### src/dsp_timing_params.svh
/*
  Timing constants for the instruction timing decoder: cycle and word
  counts per instruction class and the extra-cycle increments.
  Assumes it is included by bare name before any module that uses it.
*/
`ifndef DSP_TIMING_PARAMS_SVH
`define DSP_TIMING_PARAMS_SVH

`define CYC_W 3
`define CYC_ZERO 3'h0
`define CYC_ONE 3'h1
`define CYC_TWO 3'h2
`define CYC_THREE 3'h3
`define CYC_FOUR 3'h4
`define EXTRA_LONG 3'h1
`define EXTRA_COND 3'h1
`define EXTRA_FAST 3'h1
`define EXTRA_DEP 3'h1

`define WRD_W 2
`define WRD_ONE 2'h1
`define WRD_TWO 2'h2

`define CLASS_W 6

`endif

### src/dsp_timing_pkg.sv
/*
  Types shared by the instruction timing decoder and its sequencer.
  Assumes dsp_timing_params.svh is available for widths.
*/
`include "dsp_timing_params.svh"

package dsp_timing_pkg;

  typedef enum logic [`CLASS_W-1:0] {
    ALU_LONGABLE    = 6'b000000,
    ALU_SIMPLE      = 6'b000001,
    ALU_IMM_TARGET  = 6'b000010,
    ACCUM_MODIFY    = 6'b000011,
    LEFT_JUSTIFY    = 6'b000100,
    ALU_ONE_CYCLE   = 6'b000101,
    MULT_LONGABLE   = 6'b000110,
    MULT_SHORT      = 6'b000111,
    BITFIELD_MOD    = 6'b001000,
    BITFIELD_TEST   = 6'b001001,
    SINGLE_BIT_TEST = 6'b001010,
    SHIFT_MOVE      = 6'b001011,
    MOVE_DATA       = 6'b001100,
    PROG_TO_DATA    = 6'b001101,
    DATA_TO_PROG    = 6'b001110,
    PUSH_STACK      = 6'b001111,
    POP_STACK       = 6'b010000,
    LOOP_SINGLE     = 6'b010001,
    LOOP_BLOCK      = 6'b010010,
    LOOP_BREAK      = 6'b010011,
    JUMP_COND       = 6'b010100,
    CALL_COND       = 6'b010101,
    RET_COND        = 6'b010110,
    RETI_COND       = 6'b010111,
    JUMP_REL        = 6'b011000,
    CALL_REL        = 6'b011001,
    CALL_ACCUM      = 6'b011010,
    RET_DELAYED     = 6'b011011,
    RETI_DELAYED    = 6'b011100,
    STACK_ADJ_RET   = 6'b011101,
    SW_INTERRUPT    = 6'b011110,
    CONTROL_ONE     = 6'b011111,
    PAGE_LOAD       = 6'b100000
  } instr_class_t;

  typedef enum logic [1:0] {
    ST_ISSUE = 2'b00,
    ST_EXTRA = 2'b01
  } seq_state_t;

endpackage

### src/dsp_cycle_sequencer.sv
/*
  Machine-cycle sequencer: takes one decoded instruction, holds issue
  for its extra cycles, flags second-word fetch and pipeline refill.
  Assumes a decoder on the same clock presents cycle and word counts.
*/
`include "dsp_timing_params.svh"

module dsp_cycle_sequencer (
  input wire logic clk_in,
  input wire logic resetn_in,
  input wire logic wait_in,
  input wire logic valid_in,
  input wire logic [`CYC_W-1:0] cycles_in,
  input wire logic [`WRD_W-1:0] words_in,
  input wire logic redirect_in,
  output logic ready_out,
  output logic hold_out,
  output logic fetch2_out,
  output logic refill_out,
  output logic [`CYC_W-1:0] index_out,
  output logic [`CYC_W-1:0] total_out,
  output logic [`WRD_W-1:0] words_out
);

  dsp_timing_pkg::seq_state_t state_r;
  dsp_timing_pkg::seq_state_t state_nxt;
  logic [`CYC_W-1:0] idx_r;
  logic [`CYC_W-1:0] total_r;
  logic [`WRD_W-1:0] words_r;
  logic redirect_r;
  logic fetch2_r;
  logic refill_r;

  wire in_issue = (state_r == dsp_timing_pkg::ST_ISSUE);
  wire take = in_issue && valid_in && !wait_in;
  wire advance = !in_issue && !wait_in;
  wire [`CYC_W-1:0] idx_inc = idx_r + `CYC_ONE;
  wire multi = (cycles_in > `CYC_ONE);
  wire at_end = (idx_inc == total_r);
  wire two_word = (words_in == `WRD_TWO);
  // refill lands in the final machine cycle
  wire refill_take = redirect_in && (cycles_in == `CYC_TWO);
  wire refill_adv = redirect_r && (idx_inc == total_r - `CYC_ONE);

  // stretched cycles keep everything still
  assign ready_out = in_issue && !wait_in;
  assign hold_out = !in_issue;
  assign fetch2_out = fetch2_r;
  assign refill_out = refill_r;
  assign index_out = idx_r;
  assign total_out = total_r;
  assign words_out = words_r;

  always_comb begin
    state_nxt = state_r;
    case (state_r)
      dsp_timing_pkg::ST_ISSUE: begin
        if (take && multi) begin
          state_nxt = dsp_timing_pkg::ST_EXTRA;
        end
      end
      dsp_timing_pkg::ST_EXTRA: begin
        if (advance && at_end) begin
          state_nxt = dsp_timing_pkg::ST_ISSUE;
        end
      end
      default: begin
        state_nxt = dsp_timing_pkg::ST_ISSUE;
      end
    endcase
  end

  always_ff @(posedge clk_in) begin
    if (!resetn_in) begin
      state_r <= dsp_timing_pkg::ST_ISSUE;
      idx_r <= `CYC_ZERO;
      total_r <= `CYC_ZERO;
      words_r <= `WRD_ONE;
      redirect_r <= 1'b0;
      fetch2_r <= 1'b0;
      refill_r <= 1'b0;
    end else begin
      state_r <= state_nxt;
      if (take) begin
        idx_r <= `CYC_ONE;
        total_r <= cycles_in;
        words_r <= words_in;
        redirect_r <= redirect_in;
        fetch2_r <= two_word && multi;
        refill_r <= refill_take;
      end else if (advance) begin
        idx_r <= idx_inc;
        fetch2_r <= 1'b0;
        refill_r <= refill_adv && !at_end;
      end else if (in_issue) begin
        fetch2_r <= 1'b0;
        refill_r <= 1'b0;
      end
    end
  end

endmodule

### src/dsp_instruction_timing_decode.sv
/*
  Instruction timing decoder for a 16-bit fixed-point DSP core: maps a
  classified instruction to its machine-cycle and program-word counts
  and drives the cycle sequencer.
  Assumes the fetch logic on REF_CLK_IN presents the instruction class,
  operand form and condition result; no opcode decoding is done here.
*/
// Summary of operation
// - most instructions one cycle; long operand adds exactly one
// - long-operand alu, multiply, push, field test forms take two words
// - immediate add/sub/compare to target: two cycles, two words
// - conditional jump/call/returns: two cycles, three if condition met
// - relative jump and call: two cycles, one word, either outcome
// - call via accumulator: three cycles, one word
// - program-to-data move three cycles, data-to-program four; one word
// - field set/clear/toggle 2c2w; field tests 1c or 2c; bit test 1c
// - block loop 2c2w; single loop and loop break 1c1w
// - context swap, int enable/disable, delayed returns 1c; trap 2c
// - return with stack adjust: three cycles, one word
// - push register 1c1w, push long immediate 2c2w, pop 1c1w
// - multiply variants 1c or 2c long; short, square forms 1c
// - conditional accumulator modifications take one cycle, one word
// - left justify step 2c1w; division step, max, min and kin 1c
// - shift moves, round move, swap, bank exchange: one cycle, one word
// - page load and field load: one cycle, one word
// - fast fetch sync option adds one cycle to pipeline-breaking flow other than trap
// - machine cycle is one clock, stretched while wait is asserted
// - fast option: accumulator-addressed flow after accum write +1 cycle
`include "dsp_timing_params.svh"

module dsp_instruction_timing_decode (
  input wire logic REF_CLK_IN,
  input wire logic RESETN_IN,
  input wire logic INSTR_VALID_IN,
  input wire logic [`CLASS_W-1:0] INSTR_CLASS_IN,
  input wire logic LONG_OPERAND_IN,
  input wire logic COND_MET_IN,
  input wire logic PC_DEST_IN,
  input wire logic ACC_ADDR_DEP_IN,
  input wire logic FAST_SYNC_IN,
  input wire logic WAIT_IN,
  output logic INSTR_READY_OUT,
  output logic PC_HOLD_OUT,
  output logic FETCH_WORD2_OUT,
  output logic REFILL_OUT,
  output logic [`CYC_W-1:0] CYCLE_INDEX_OUT,
  output logic [`CYC_W-1:0] CYCLE_TOTAL_OUT,
  output logic [`WRD_W-1:0] WORD_COUNT_OUT
);

  dsp_timing_pkg::instr_class_t iclass;
  logic [`CYC_W-1:0] base_cyc;
  logic [`WRD_W-1:0] base_wrd;
  logic long_ok;
  logic cond_form;
  logic redirect_base;
  logic fast_group;
  logic acc_addr;

  assign iclass = dsp_timing_pkg::instr_class_t'(INSTR_CLASS_IN);

  // base timing per class
  always_comb begin
    base_cyc = `CYC_ONE;
    base_wrd = `WRD_ONE;
    long_ok = 1'b0;
    cond_form = 1'b0;
    redirect_base = 1'b0;
    fast_group = 1'b0;
    acc_addr = 1'b0;
    case (iclass)
      dsp_timing_pkg::ALU_LONGABLE: begin
        long_ok = 1'b1;
      end
      dsp_timing_pkg::ALU_SIMPLE: begin
        base_cyc = `CYC_ONE;
      end
      dsp_timing_pkg::ALU_IMM_TARGET: begin
        base_cyc = `CYC_TWO;
        base_wrd = `WRD_TWO;
      end
      dsp_timing_pkg::ACCUM_MODIFY: begin
        base_cyc = `CYC_ONE;
      end
      dsp_timing_pkg::LEFT_JUSTIFY: begin
        base_cyc = `CYC_TWO;
      end
      dsp_timing_pkg::ALU_ONE_CYCLE: begin
        base_cyc = `CYC_ONE;
      end
      dsp_timing_pkg::MULT_LONGABLE: begin
        long_ok = 1'b1;
      end
      dsp_timing_pkg::MULT_SHORT: begin
        base_cyc = `CYC_ONE;
      end
      dsp_timing_pkg::BITFIELD_MOD: begin
        base_cyc = `CYC_TWO;
        base_wrd = `WRD_TWO;
      end
      dsp_timing_pkg::BITFIELD_TEST: begin
        long_ok = 1'b1;
      end
      dsp_timing_pkg::SINGLE_BIT_TEST: begin
        base_cyc = `CYC_ONE;
      end
      dsp_timing_pkg::SHIFT_MOVE: begin
        base_cyc = `CYC_ONE;
      end
      dsp_timing_pkg::MOVE_DATA: begin
        long_ok = 1'b1;
        fast_group = PC_DEST_IN;
        redirect_base = PC_DEST_IN;
        acc_addr = PC_DEST_IN;
      end
      dsp_timing_pkg::PROG_TO_DATA: begin
        base_cyc = `CYC_THREE;
        acc_addr = 1'b1;
      end
      dsp_timing_pkg::DATA_TO_PROG: begin
        base_cyc = `CYC_FOUR;
      end
      dsp_timing_pkg::PUSH_STACK: begin
        long_ok = 1'b1;
      end
      dsp_timing_pkg::POP_STACK: begin
        base_cyc = `CYC_ONE;
        fast_group = PC_DEST_IN;
        redirect_base = PC_DEST_IN;
      end
      dsp_timing_pkg::LOOP_SINGLE: begin
        base_cyc = `CYC_ONE;
        fast_group = 1'b1;
        acc_addr = 1'b1;
      end
      dsp_timing_pkg::LOOP_BLOCK: begin
        base_cyc = `CYC_TWO;
        base_wrd = `WRD_TWO;
      end
      dsp_timing_pkg::LOOP_BREAK: begin
        base_cyc = `CYC_ONE;
      end
      dsp_timing_pkg::JUMP_COND,
      dsp_timing_pkg::CALL_COND: begin
        base_cyc = `CYC_TWO;
        base_wrd = `WRD_TWO;
        cond_form = 1'b1;
        redirect_base = COND_MET_IN;
        fast_group = COND_MET_IN;
      end
      dsp_timing_pkg::RET_COND,
      dsp_timing_pkg::RETI_COND: begin
        base_cyc = `CYC_TWO;
        cond_form = 1'b1;
        redirect_base = COND_MET_IN;
        fast_group = COND_MET_IN;
      end
      dsp_timing_pkg::JUMP_REL,
      dsp_timing_pkg::CALL_REL: begin
        base_cyc = `CYC_TWO;
        redirect_base = COND_MET_IN;
        fast_group = COND_MET_IN;
      end
      dsp_timing_pkg::CALL_ACCUM: begin
        base_cyc = `CYC_THREE;
        redirect_base = 1'b1;
        fast_group = 1'b1;
        acc_addr = 1'b1;
      end
      dsp_timing_pkg::RET_DELAYED,
      dsp_timing_pkg::RETI_DELAYED: begin
        base_cyc = `CYC_ONE;
        fast_group = 1'b1;
      end
      dsp_timing_pkg::STACK_ADJ_RET: begin
        base_cyc = `CYC_THREE;
        redirect_base = 1'b1;
        fast_group = 1'b1;
      end
      dsp_timing_pkg::SW_INTERRUPT: begin
        base_cyc = `CYC_TWO;
        redirect_base = 1'b1;
      end
      dsp_timing_pkg::CONTROL_ONE: begin
        base_cyc = `CYC_ONE;
      end
      dsp_timing_pkg::PAGE_LOAD: begin
        base_cyc = `CYC_ONE;
      end
      default: begin
        base_cyc = `CYC_ONE;
      end
    endcase
  end

  // extra cycle only when its condition applies
  function automatic logic [`CYC_W-1:0] extra_if(
    input logic en,
    input logic [`CYC_W-1:0] amt
  );
    return en ? amt : `CYC_ZERO;
  endfunction

  // extra cycles and words on top of the class base
  wire use_long = long_ok && LONG_OPERAND_IN;
  wire [`CYC_W-1:0] long_add = extra_if(use_long, `EXTRA_LONG);
  wire [`WRD_W-1:0] word_sel = use_long ? `WRD_TWO : base_wrd;
  wire [`CYC_W-1:0] cond_add =
    extra_if(cond_form && COND_MET_IN, `EXTRA_COND);
  wire [`CYC_W-1:0] fast_add =
    extra_if(FAST_SYNC_IN && fast_group, `EXTRA_FAST);
  wire [`CYC_W-1:0] dep_add =
    extra_if(FAST_SYNC_IN && acc_addr && ACC_ADDR_DEP_IN,
    `EXTRA_DEP);
  wire [`CYC_W-1:0] cyc_sel = base_cyc + long_add + cond_add + fast_add
    + dep_add;
  // a redirect needs a spare cycle to refill
  wire redirect_sel = redirect_base && (cyc_sel > `CYC_ONE);

  dsp_cycle_sequencer seq_u (
    .clk_in(REF_CLK_IN),
    .resetn_in(RESETN_IN),
    .wait_in(WAIT_IN),
    .valid_in(INSTR_VALID_IN),
    .cycles_in(cyc_sel),
    .words_in(word_sel),
    .redirect_in(redirect_sel),
    .ready_out(INSTR_READY_OUT),
    .hold_out(PC_HOLD_OUT),
    .fetch2_out(FETCH_WORD2_OUT),
    .refill_out(REFILL_OUT),
    .index_out(CYCLE_INDEX_OUT),
    .total_out(CYCLE_TOTAL_OUT),
    .words_out(WORD_COUNT_OUT)
  );

endmodule

### config.mk
export PLATFORM = sky130hd
export DESIGN_NAME = dsp_instruction_timing_decode
export DESIGN_NICKNAME = d
export VERILOG_FILES = /design/src/dsp_timing_pkg.sv /design/src/dsp_cycle_sequencer.sv /design/src/dsp_instruction_timing_decode.sv
export VERILOG_INCLUDE_DIRS = /design/src
export SDC_FILE = /design/constraint.sdc
export NUM_CORES = 1
export LEC_CHECK = 0
export BUFFER_PORTS_ARGS = -buffer_cell sky130_fd_sc_hd__buf_4
export CORE_MARGIN = 5
export CORE_UTILIZATION = 47
export CTS_CLUSTER_SIZE = 24
export DETAILED_ROUTE_END_ITERATION = 8
export GPL_TIMING_DRIVEN = 1
export PLACE_DENSITY = 0.75
export RECOVER_POWER = 100
export SLEW_MARGIN = 20
export SYNTH_ARGS = -nofsm -noshare
export SYNTH_HDL_FRONTEND = slang
export SYNTH_SLANG_ARGS = --single-unit
export TNS_END_PERCENT = 100
### constraint.sdc
create_clock -name REF_CLK_IN -period 3.3 [get_ports REF_CLK_IN]
set_input_delay 0.165 -clock REF_CLK_IN [delete_from_list [all_inputs] [get_ports REF_CLK_IN]]
set_output_delay 0.165 -clock REF_CLK_IN [all_outputs]
set_load 0.02 [all_outputs]
==> results of run 1 <==
==> what timing repair did <==
action	4_1_cts	5_1_grt
endpoints found under the setup margin	0	2
hold endpoints to repair	0	0
resized for setup	0	1
==> cell families (layout without fill, tap and decap cells) <==
group | count (synthesis) | after routing
buf+inv | 12 | 42
compound gates | 37 | 37
fa+ha+maj | 6 | 6
flops | 12 | 12
simple gates | 62 | 62
xor+xnor | 10 | 10
==> cells in the mapped netlist (2+ instances only) <==
cell type / count / area (sq um)
a31o_2: 2 / 17.5
nor3b_1: 3 / 22.5
nand2b_1: 4 / 25.0
and3_1: 2 / 12.5
a21oi_1: 13 / 65.1
nor2b_1: 6 / 37.5
inv_1: 3 / 11.3
a31oi_1: 3 / 18.8
xnor2_1: 4 / 35.0
fa_1: 3 / 60.1
ha_1: 2 / 25.0
o21ai_0: 7 / 35.0
nor2_1: 13 / 48.8
a211oi_1: 2 / 15.0
nand2_1: 19 / 71.3
buf_2: 4 / 20.0
a32oi_1: 2 / 17.5
nor3_1: 5 / 25.0
xor2_1: 5 / 43.8
dfxtp_1: 12 / 240
==> power groups by stage <==
stage	registers (mW)	clock network, mW	logic (mW)
2_1_floorplan	0.165	0	0.0779
3_3_place_gp	0.159	0	0.127
3_5_place_dp	0.160	0	0.130
4_1_cts	0.156	0.115	0.132
5_1_grt	0.157	0.123	0.140
6_report	0.156	0.114	0.125
==> layout by cell type, fill, tap and decap left out, drive strengths merged, types with 2 or more instances in the layout <==
master and instances:
a211oi 3, a21oi 13, a31o 2, a31oi 3
a32oi 2, and3 2, buf 20, clkbuf 17
dfxtp 12, fa 3, ha 2, inv 4
nand2 20, nand2b 4, nor2 13, nor2b 6
nor3 5, nor3b 3, o21ai 7, or2 2
or3b 2, xnor2 5, xor2 5
==> routing by layer <==
metal / track usage / up-vias / part of all wire / wire [um]
met5: 0 / - / 0 / 0
met4: 0.103 / 0 / 0.020 / 56
met3: 0.0249 / 4 / 0.042 / 116
met2: 0.321 / 35 / 0.53 / 1460
met1: 0.196 / 504 / 0.41 / 1140
li1: - / 548 / - / -
==> critical path, stage by stage <==
cell and delay [ns]:
buf_4 0.15, or3b_2 0.46, o21ai_0 0.12, a32o_2 0.20, a21oi_1 0.05, nor2b_1 0.17, fa_1 0.46, fa_1 0.45
fa_1 0.53, nor3b_1 0.20, o211ai_1 0.14, a31oi_1 0.18
==> sequential cells by signal, indices dropped and copies added, names as in the netlist <==
| register | cells |
|---|---|
| seq_u.total_out | 3 |
| seq_u.fetch2_out | 1 |
| seq_u.index_out | 3 |
| seq_u.words_out | 2 |
| seq_u.redirect_r | 1 |
| seq_u.refill_out | 1 |
| seq_u.state_r | 1 |
==> metrics by stage <==
stage	total power, mW	util	instance area (sq um)
finish	0.395	0.590	1280
global route	0.419	0.590	1280
CTS	0.403	0.612	1330
detailed placement	0.290	0.596	1290
global placement	0.286	0.596	1290
floorplan	0.243	-	1050
==> layout make-up <==
class | instances | area [sq um] | share of cell area
multi-input cells | 115 | 751 | 0.587
well taps | 28 | 35.0 | 0.0274
clock buffers | 4 | 36.3 | 0.0283
repair buffers | 33 | 199 | 0.155
flip-flops and latches | 12 | 240 | 0.188
inverters | 5 | 18.8 | 0.0147
==> path summary, 6_finish.rpt <==
kind / start / end / slack (ns) / cells past startpoint
worst max-delay path: INSTR_CLASS_IN[2] / seq_u.refill_out / 0.23 / 12
worst min-delay path: RESETN_IN / seq_u.state_r[0] / 0.17 / 3
worst max register to register: seq_u.index_out[0] / seq_u.refill_out / 1.75 / 6
worst min register to register: seq_u.redirect_r / seq_u.redirect_r / 0.46 / 2
==> flow_summary_export.csv, run 1 <==
group,metric,value,unit
logic_synthesis,synth_mux_area_frac,0,
logic_synthesis,async_flop_share,0,
logic_synthesis,synth_edf_count,0,
cts,cts_made_buffers,3,
finish,stdcell_count,197,
place,dp_slack,-0.0889,ns
outcome,status,"completed",
detailed_routing,drtIter0Drc,33,
sta,hold_violations,0,
power,pwr-share-comb,0.317,
cts,cts_hold_buf,0,
power,p_leak,0.506,nW
power,p_per_area,309,nW/um^2
cts,root_buffer,"clkbuf_4",
floorplanning,initial_core_util,0.485,
logic_synthesis,synth_seq_cells,12,
detailed_routing,via_per_inst,5.54,
cts,clk_path_buf_depth,2,
grt,grt_max_degree,14,
worst_hold_path,holdCritPathClass,"in -> reg",
sta,relSlewSlack,0.618,
worst_setup_path,arrival,3.27,ns
detailed_routing,drc,0,
cts,htree_levels,1,
power,pwr-share-clk,0.288,
grt,grt_pass1_wl,4660,um
floorplanning,io_pins,27,
place,dpl.cell_count,193,
floorplanning,die_x,57.3,um
logic_synthesis,syn_nets,159,
finish,fill_cells,223,
logic_synthesis,synthXorXnorAreaFrac,0.0904,
sta,rsz0062_at_grt,"false",
floorplanning,die_y,57.3,um
power,power.switching,0.124,mW
finish,drive_above_1_share,0.207,
sta,period_minus_slack,3.07,ns
cts,clk_latency,0.27,ns
logic_synthesis,syn_area_per_cell,7.57,sq um
logic_synthesis,yosysWarnings,0,
logic_synthesis,synth_compound_area_frac,0.231,
floorplanning,rows,17,
sta,finalWorstSetupSlack,0.227,ns
detailed_routing,dr_total_vias,1091,
worst_setup_path,required,3.50,ns
logic_synthesis,synth_cells,139,
power,peakVddDrop,0.000169,V
logic_synthesis,synthDistinctLibCells,45,
detailed_routing,first_pass_iters,4,
finish,areaGrowthSynthToFinish,21.6,%
sta,fin_crit_sh,0.931,
power,p_int,0.271,mW
power,netSwitchingFraction,0.315,
sta,setup_violations,0,
logic_synthesis,netlist_area,1050,sq um
detailed_routing,drt-total-wl,2770,um
worst_setup_path,cp-end-kind,"flip-flop",
place,globalplace.congestion,0.890,
floorplanning,die_area,3290,sq um
place,hpwl,2230,um
logic_synthesis,synth-adder-area-share,0.0916,
logic_synthesis,synthFlopType,"dfxtp_1",
place,io_buffer_count,26,
power,seqPwrFrac,0.395,
detailed_routing,routedWlPerCell,14.1,um
logic_synthesis,synth_top_family_by_area,"simple AND/OR/NAND/NOR gates",
grt,grt_pass1_vias,1099,
sta,finalClockSkew,0.0127,ns
cts,clk_pin_slew,0.08,ns
cts,clock-sinks,12,
detailed_routing,ant_nets,0,
logic_synthesis,synth-simple-area-share,0.301,
sta,max_freq,325,MHz
cts,postCtsSetupBuffers,0,
finish,nets,190,
worst_setup_path,cp_max_fo,10,
worst_setup_path,start_kind,"input pin",
sta,fin_setup_tns,0,ns
run,cap_viol_max_count,0,
finish,antenna-diode-count,0,
grt,antenna_found_initial,0,
sta,tightestPinTransition,0.564,ns
grt,grt_overflow,0,
worst_setup_path,critPathKind,"in -> reg",
cts,cts_tree,"done",
sta,hold_slack,0.173,ns
sta,slew_violations,0,
floorplanning,core_area,2170,sq um
grt,grt_usage,0.178,
logic_synthesis,synth-seq-area-share,0.228,
No activity file was read; power rests on OpenSTA's default activity.
==> inputs of run 2 (changes only) <==
--- a/config.mk
+++ b/config.mk
@@ -11,9 +11,10 @@
 export CORE_UTILIZATION = 47
 export CTS_CLUSTER_SIZE = 24
 export DETAILED_ROUTE_END_ITERATION = 8
-export GPL_TIMING_DRIVEN = 1
+export GPL_TIMING_DRIVEN = 0
 export PLACE_DENSITY = 0.75
 export RECOVER_POWER = 100
+export SETUP_SLACK_MARGIN = 0.5
 export SLEW_MARGIN = 20
 export SYNTH_ARGS = -nofsm -noshare
 export SYNTH_HDL_FRONTEND = slang
==> run 2 against run 1 <==
Routed wire length is 3.9% higher. Via count increased by 4.8%. Register-to-register slack worse by 0.07 ns. Flip-flop and latch count stayed put. Sequential share of layout area is 1.6 points lower. Critical endpoint is now seq_u.redirect_r.
==> flow_summary_export.csv, run 2 (synthesized netlist as in run 1, its figures left out) <==
group,metric,value,unit
outcome,status,"completed",
cts,clock-sinks,12,
sta,tightestPinTransition,0.640,ns
sta,finalClockSkew,0.0117,ns
cts,root_buffer,"clkbuf_4",
sta,fin_crit_sh,0.894,
run,cap_viol_max_count,0,
cts,cts_made_buffers,3,
sta,period_minus_slack,2.95,ns
worst_setup_path,crit_family,"adder cells",
grt,grt_usage,0.172,
power,p_leak,0.556,nW
sta,hold_slack,0.190,ns
worst_setup_path,cp-end-kind,"flip-flop",
detailed_routing,via_per_inst,5.69,
worst_hold_path,holdCritPathClass,"in -> reg",
worst_setup_path,slowest_delay,0.52,ns
worst_setup_path,reg2reg_slack,1.68,ns
grt,grt_pass1_wl,4490,um
finish,nets,195,
finish,stdcell_count,201,
detailed_routing,ant_nets,0,
cts,clk_path_buf_depth,2,
finish,final_area,1400,sq um
floorplanning,die_x,57.3,um
grt,grt_pass1_vias,1043,
cts,cts_tree,"done",
grt,antenna_found_initial,0,
grt,grt_max_degree,11,
sta,relSlewSlack,0.568,
floorplanning,core_area,2170,sq um
worst_setup_path,required,3.49,ns
floorplanning,die_area,3290,sq um
worst_setup_path,cp_max_fo,5,
worst_setup_path,slowest_stage,"fa_1",
cts,clk_pin_slew,0.06,ns
floorplanning,io_pins,27,
sta,fin_setup_tns,0,ns
place,globalplace.congestion,0.862,
finish,areaGrowthSynthToFinish,33.3,%
detailed_routing,first_pass_iters,4,
place,dpl.cell_count,192,
floorplanning,rows,17,
finish,seqCellArea,240,sq um
worst_setup_path,critPathKind,"in -> reg",
place,placed_cell_area,1330,sq um
power,p_per_area,282,nW/um^2
finish,multi_input_area,823,sq um
detailed_routing,dr_total_vias,1143,
place,hpwl,2150,um
worst_setup_path,cp_cell_sequence,"buf_8, buf_8, xnor2_4, or2_1, a21oi_1, a21oi_1, or2_4, fa_1, fa_1, fa_1, xnor2_1, o221ai_2, a21oi_1",
detailed_routing,drtIter0Drc,28,
detailed_routing,routedWlPerCell,14.3,um
finish,fill_cells,198,
cts,clk_latency,0.28,ns
sta,setup_violations,0,
worst_setup_path,crit_buf_inv,2,
worst_setup_path,start_kind,"input pin",
sta,slew_violations,0,
floorplanning,initial_core_util,0.485,
sta,rsz0062_at_grt,"true",
floorplanning,die_y,57.3,um
detailed_routing,drc,0,
finish,layout_commonest_cell,"nand2_1",
place,io_buffer_count,25,
sta,hold_violations,0,
detailed_routing,drt-total-wl,2880,um
power,peakVddDrop,0.000172,V
finish,drive_above_1_share,0.283,
grt,grt_overflow,0,
cts,htree_levels,1,
finish,final_cell_mix,"18 x nand2_1, 17 x buf_4, 13 x nor2_1, 13 x a21oi_1",
worst_setup_path,arrival,3.15,ns
finish,antenna-diode-count,0,
sta,max_freq,339,MHz
## run 2: stage by stage
step	setup WS [ns]	power, mW	utilization
after global placement	0.174	0.290	0.612
final	0.349	0.395	0.646
after global routing	0.227	0.414	0.646
after CTS	0.469	0.391	0.640
after floorplan	0.439	0.250	-
after detailed placement	0.123	0.295	0.612
## run 2: path summary, 6_finish.rpt
kind | end | from | cells past startpoint
max | seq_u.redirect_r | INSTR_CLASS_IN[2] | 13
min | seq_u.state_r[0] | RESETN_IN | 3
max reg2reg | seq_u.refill_out | seq_u.index_out[0] | 6
min reg2reg | seq_u.redirect_r | seq_u.redirect_r | 2
## run 2: layout make-up
cell class,instances,share of cell area
sequential,12,0.171
timing repair buffer,31,0.142
tap,28,0.0250
buffer,7,0.0455
inverter,5,0.0134
clock buffer,3,0.0161
multi-input combinational,115,0.587
## run 2: layer usage
layer | share of wire | track usage | routed length [um] | up-vias
met4 | 0.032 | 0.0927 | 93 | 0
met1 | 0.41 | 0.190 | 1190 | 523
met2 | 0.49 | 0.313 | 1400 | 53
met3 | 0.066 | 0.0249 | 189 | 9
met5 | 0 | 0 | 0 | -
li1 | - | - | - | 558
## run 2: timing repair
action,4_1_cts,5_1_grt
gates resized for setup,4,10
buffers inserted,3,3
hold buffers,0,0
pin swaps,4,8
setup endpoints to repair,2,4
cloned,0,0
## run 2: tightest hold or removal path, cell delays in order
cell and delay, ns:
buf_4 0.13, o21ai_0 0.07, a21oi_1 0.05
## run 2: report_power, final
part | internal [mW] | switching [mW] | total (mW)
logic | 0.0704 | 0.0798 | 0.150
registers | 0.150 | 0.00601 | 0.156
clock network | 0.0423 | 0.0464 | 0.0887
total | 0.263 | 0.132 | 0.395
==> inputs of run 3 (changes only) <==
--- a/config.mk
+++ b/config.mk
@@ -12,8 +12,8 @@
 export CTS_CLUSTER_SIZE = 24
 export DETAILED_ROUTE_END_ITERATION = 8
 export GPL_TIMING_DRIVEN = 0
-export PLACE_DENSITY = 0.75
-export RECOVER_POWER = 100
+export PLACE_DENSITY_LB_ADDON = 0.2
+export RECOVER_POWER = 50
 export SETUP_SLACK_MARGIN = 0.5
 export SLEW_MARGIN = 20
 export SYNTH_ARGS = -nofsm -noshare
==> run 3 against run 2 <==
Power decreased by 0.32%. Register-to-register slack improved by 0.06 ns. Critical path depth unchanged. Fmax increased by 3.9%. Cell area increased by 1.1%. Setup slack improved by 0.11 ns. Critical endpoint is now seq_u.refill_out. Largest cell class unchanged.
==> flow_summary_export.csv, run 3 (synthesized netlist as in run 1, its figures left out) <==
group,metric,value,unit
finish,drive_above_1_share,0.312,
worst_setup_path,cp_max_fo,5,
detailed_routing,ant_nets,0,
worst_setup_path,crit_buf_inv,2,
power,peakVddDrop,0.000128,V
worst_setup_path,crit_family,"adder cells",
worst_setup_path,cp-end-kind,"flip-flop",
sta,max_freq,352,MHz
detailed_routing,drtIter0Drc,18,
detailed_routing,dr_total_vias,1136,
floorplanning,die_area,3290,sq um
finish,antenna-diode-count,0,
finish,final_core_util,0.653,
finish,final_cell_mix,"21 x buf_4, 18 x nand2_1, 13 x nor2_1, 12 x dfxtp_1",
detailed_routing,drc,0,
floorplanning,die_x,57.3,um
place,io_buffer_count,25,
worst_setup_path,required,3.50,ns
worst_setup_path,start_kind,"input pin",
place,dpl.cell_count,192,
power,pwr-share-comb,0.385,
grt,antenna_found_initial,0,
detailed_routing,routedWlPerCell,13.9,um
floorplanning,core_area,2170,sq um
sta,period_minus_slack,2.84,ns
cts,clk_pin_slew,0.07,ns
floorplanning,rows,17,
floorplanning,die_y,57.3,um
detailed_routing,drt-total-wl,2790,um
power,p_per_area,278,nW/um^2
finish,fill_cells,194,
outcome,status,"completed",
sta,relSlewSlack,0.714,
cts,cts_made_buffers,3,
finish,stdcell_count,201,
grt,grt_pass1_vias,1105,
sta,fin_crit_sh,0.861,
sta,tightestPinTransition,0.422,ns
cts,clk_latency,0.27,ns
worst_setup_path,slowest_delay,0.56,ns
cts,cts_tree,"done",
sta,hold_violations,0,
cts,root_buffer,"clkbuf_4",
power,pwr-share-clk,0.218,
power,power.switching,0.130,mW
detailed_routing,first_pass_iters,4,
power,p_leak,0.567,nW
grt,grt_max_degree,11,
cts,clk_path_buf_depth,2,
cts,clock-sinks,12,
finish,layout_commonest_cell,"buf_4",
worst_setup_path,arrival,3.04,ns
power,netSwitchingFraction,0.330,
sta,rsz0062_at_grt,"true",
cts,htree_levels,1,
finish,areaGrowthSynthToFinish,34.7,%
power,seqPwrFrac,0.397,
worst_hold_path,holdCritPathClass,"in -> reg",
worst_setup_path,critPathKind,"in -> reg",
sta,setup_violations,0,
place,hpwl,2080,um
finish,nets,195,
worst_setup_path,cp_cell_sequence,"buf_6, buf_8, xnor2_4, or2_1, a21oi_2, a21oi_2, or2_4, fa_1, fa_2, fa_2, nor3b_2, o211ai_1, a31oi_1",
grt,grt_overflow,0,
detailed_routing,via_per_inst,5.65,
grt,grt_usage,0.177,
worst_setup_path,slowest_stage,"fa_2",
run,cap_viol_max_count,0,
floorplanning,initial_core_util,0.485,
sta,fin_setup_tns,0,ns
sta,finalClockSkew,0.000191,ns
floorplanning,io_pins,27,
power,p_int,0.264,mW
grt,grt_pass1_wl,4670,um
sta,slew_violations,0,
place,globalplace.congestion,0.822,
cts,cts_hold_buf,0,
==> run 3: metal layers <==
layer / vias up / part of all wire / global-route usage
met5: - / 0 / 0
met4: 0 / 0.030 / 0.106
met3: 10 / 0.059 / 0.0385
met2: 40 / 0.48 / 0.279
met1: 522 / 0.43 / 0.219
li1: 564 / - / -
==> run 3: layout make-up <==
class                      count  area, sq um  share of cell area
inverter                       5         18.8              0.0132
sequential                    12          240               0.169
buffer                         7         68.8              0.0485
clock buffer                   3         22.5              0.0159
multi-input combinational    115          837               0.590
tap                           28         35.0              0.0247
timing repair buffer          31          195               0.138
==> run 3: worst paths after layout <==
path	startpoint	end	slack [ns]	cells past startpoint
setup / recovery	INSTR_CLASS_IN[2]	seq_u.refill_out	0.46	13
setup reg to reg	seq_u.index_out[0]	seq_u.refill_out	1.74	6
hold / removal	RESETN_IN	seq_u.state_r[0]	0.18	3
hold reg to reg	seq_u.redirect_r	seq_u.redirect_r	0.47	2
==> run 3: timing repair <==
action / in CTS / in global routing
gates resized for setup: 2 / 15
pin swaps: 2 / 6
gates cloned: 0 / 0
buffers inserted: 5 / 1
setup endpoints to repair: 2 / 6
==> run 3: worst reg2reg max path, stage by stage, from the launching register on <==
cell	delay, ns
dfxtp_1	0.42
ha_1	0.23
xor2_1	0.22
xnor2_1	0.18
xor2_1	0.19
nand4_1	0.11
a31oi_1	0.14
==> run 3: power by group through the flow <==
| stage | clock (mW) | combinational, mW | sequential [mW] |
|---|---|---|---|
| CTS | 0.0892 | 0.144 | 0.157 |
| floorplan | 0 | 0.0844 | 0.165 |
| global placement | 0 | 0.131 | 0.159 |
| finish | 0.0858 | 0.152 | 0.156 |
| detailed placement | 0 | 0.134 | 0.160 |
| global route | 0.0993 | 0.167 | 0.158 |
==> run 3: through the flow <==
| step | instance area, sq um | setup WS (ns) | power [mW] | hold slack [ns] |
|---|---|---|---|---|
| 5_1_grt | 1420 | 0.362 | 0.424 | 0.178 |
| 3_3_place_gp | 1330 | 0.181 | 0.290 | 0.451 |
| 4_1_cts | 1400 | 0.475 | 0.390 | 0.170 |
| 6_report | 1420 | 0.459 | 0.394 | 0.177 |
| 3_5_place_dp | 1330 | 0.122 | 0.294 | 0.454 |
| 2_1_floorplan | 1100 | 0.439 | 0.250 | 0.303 |
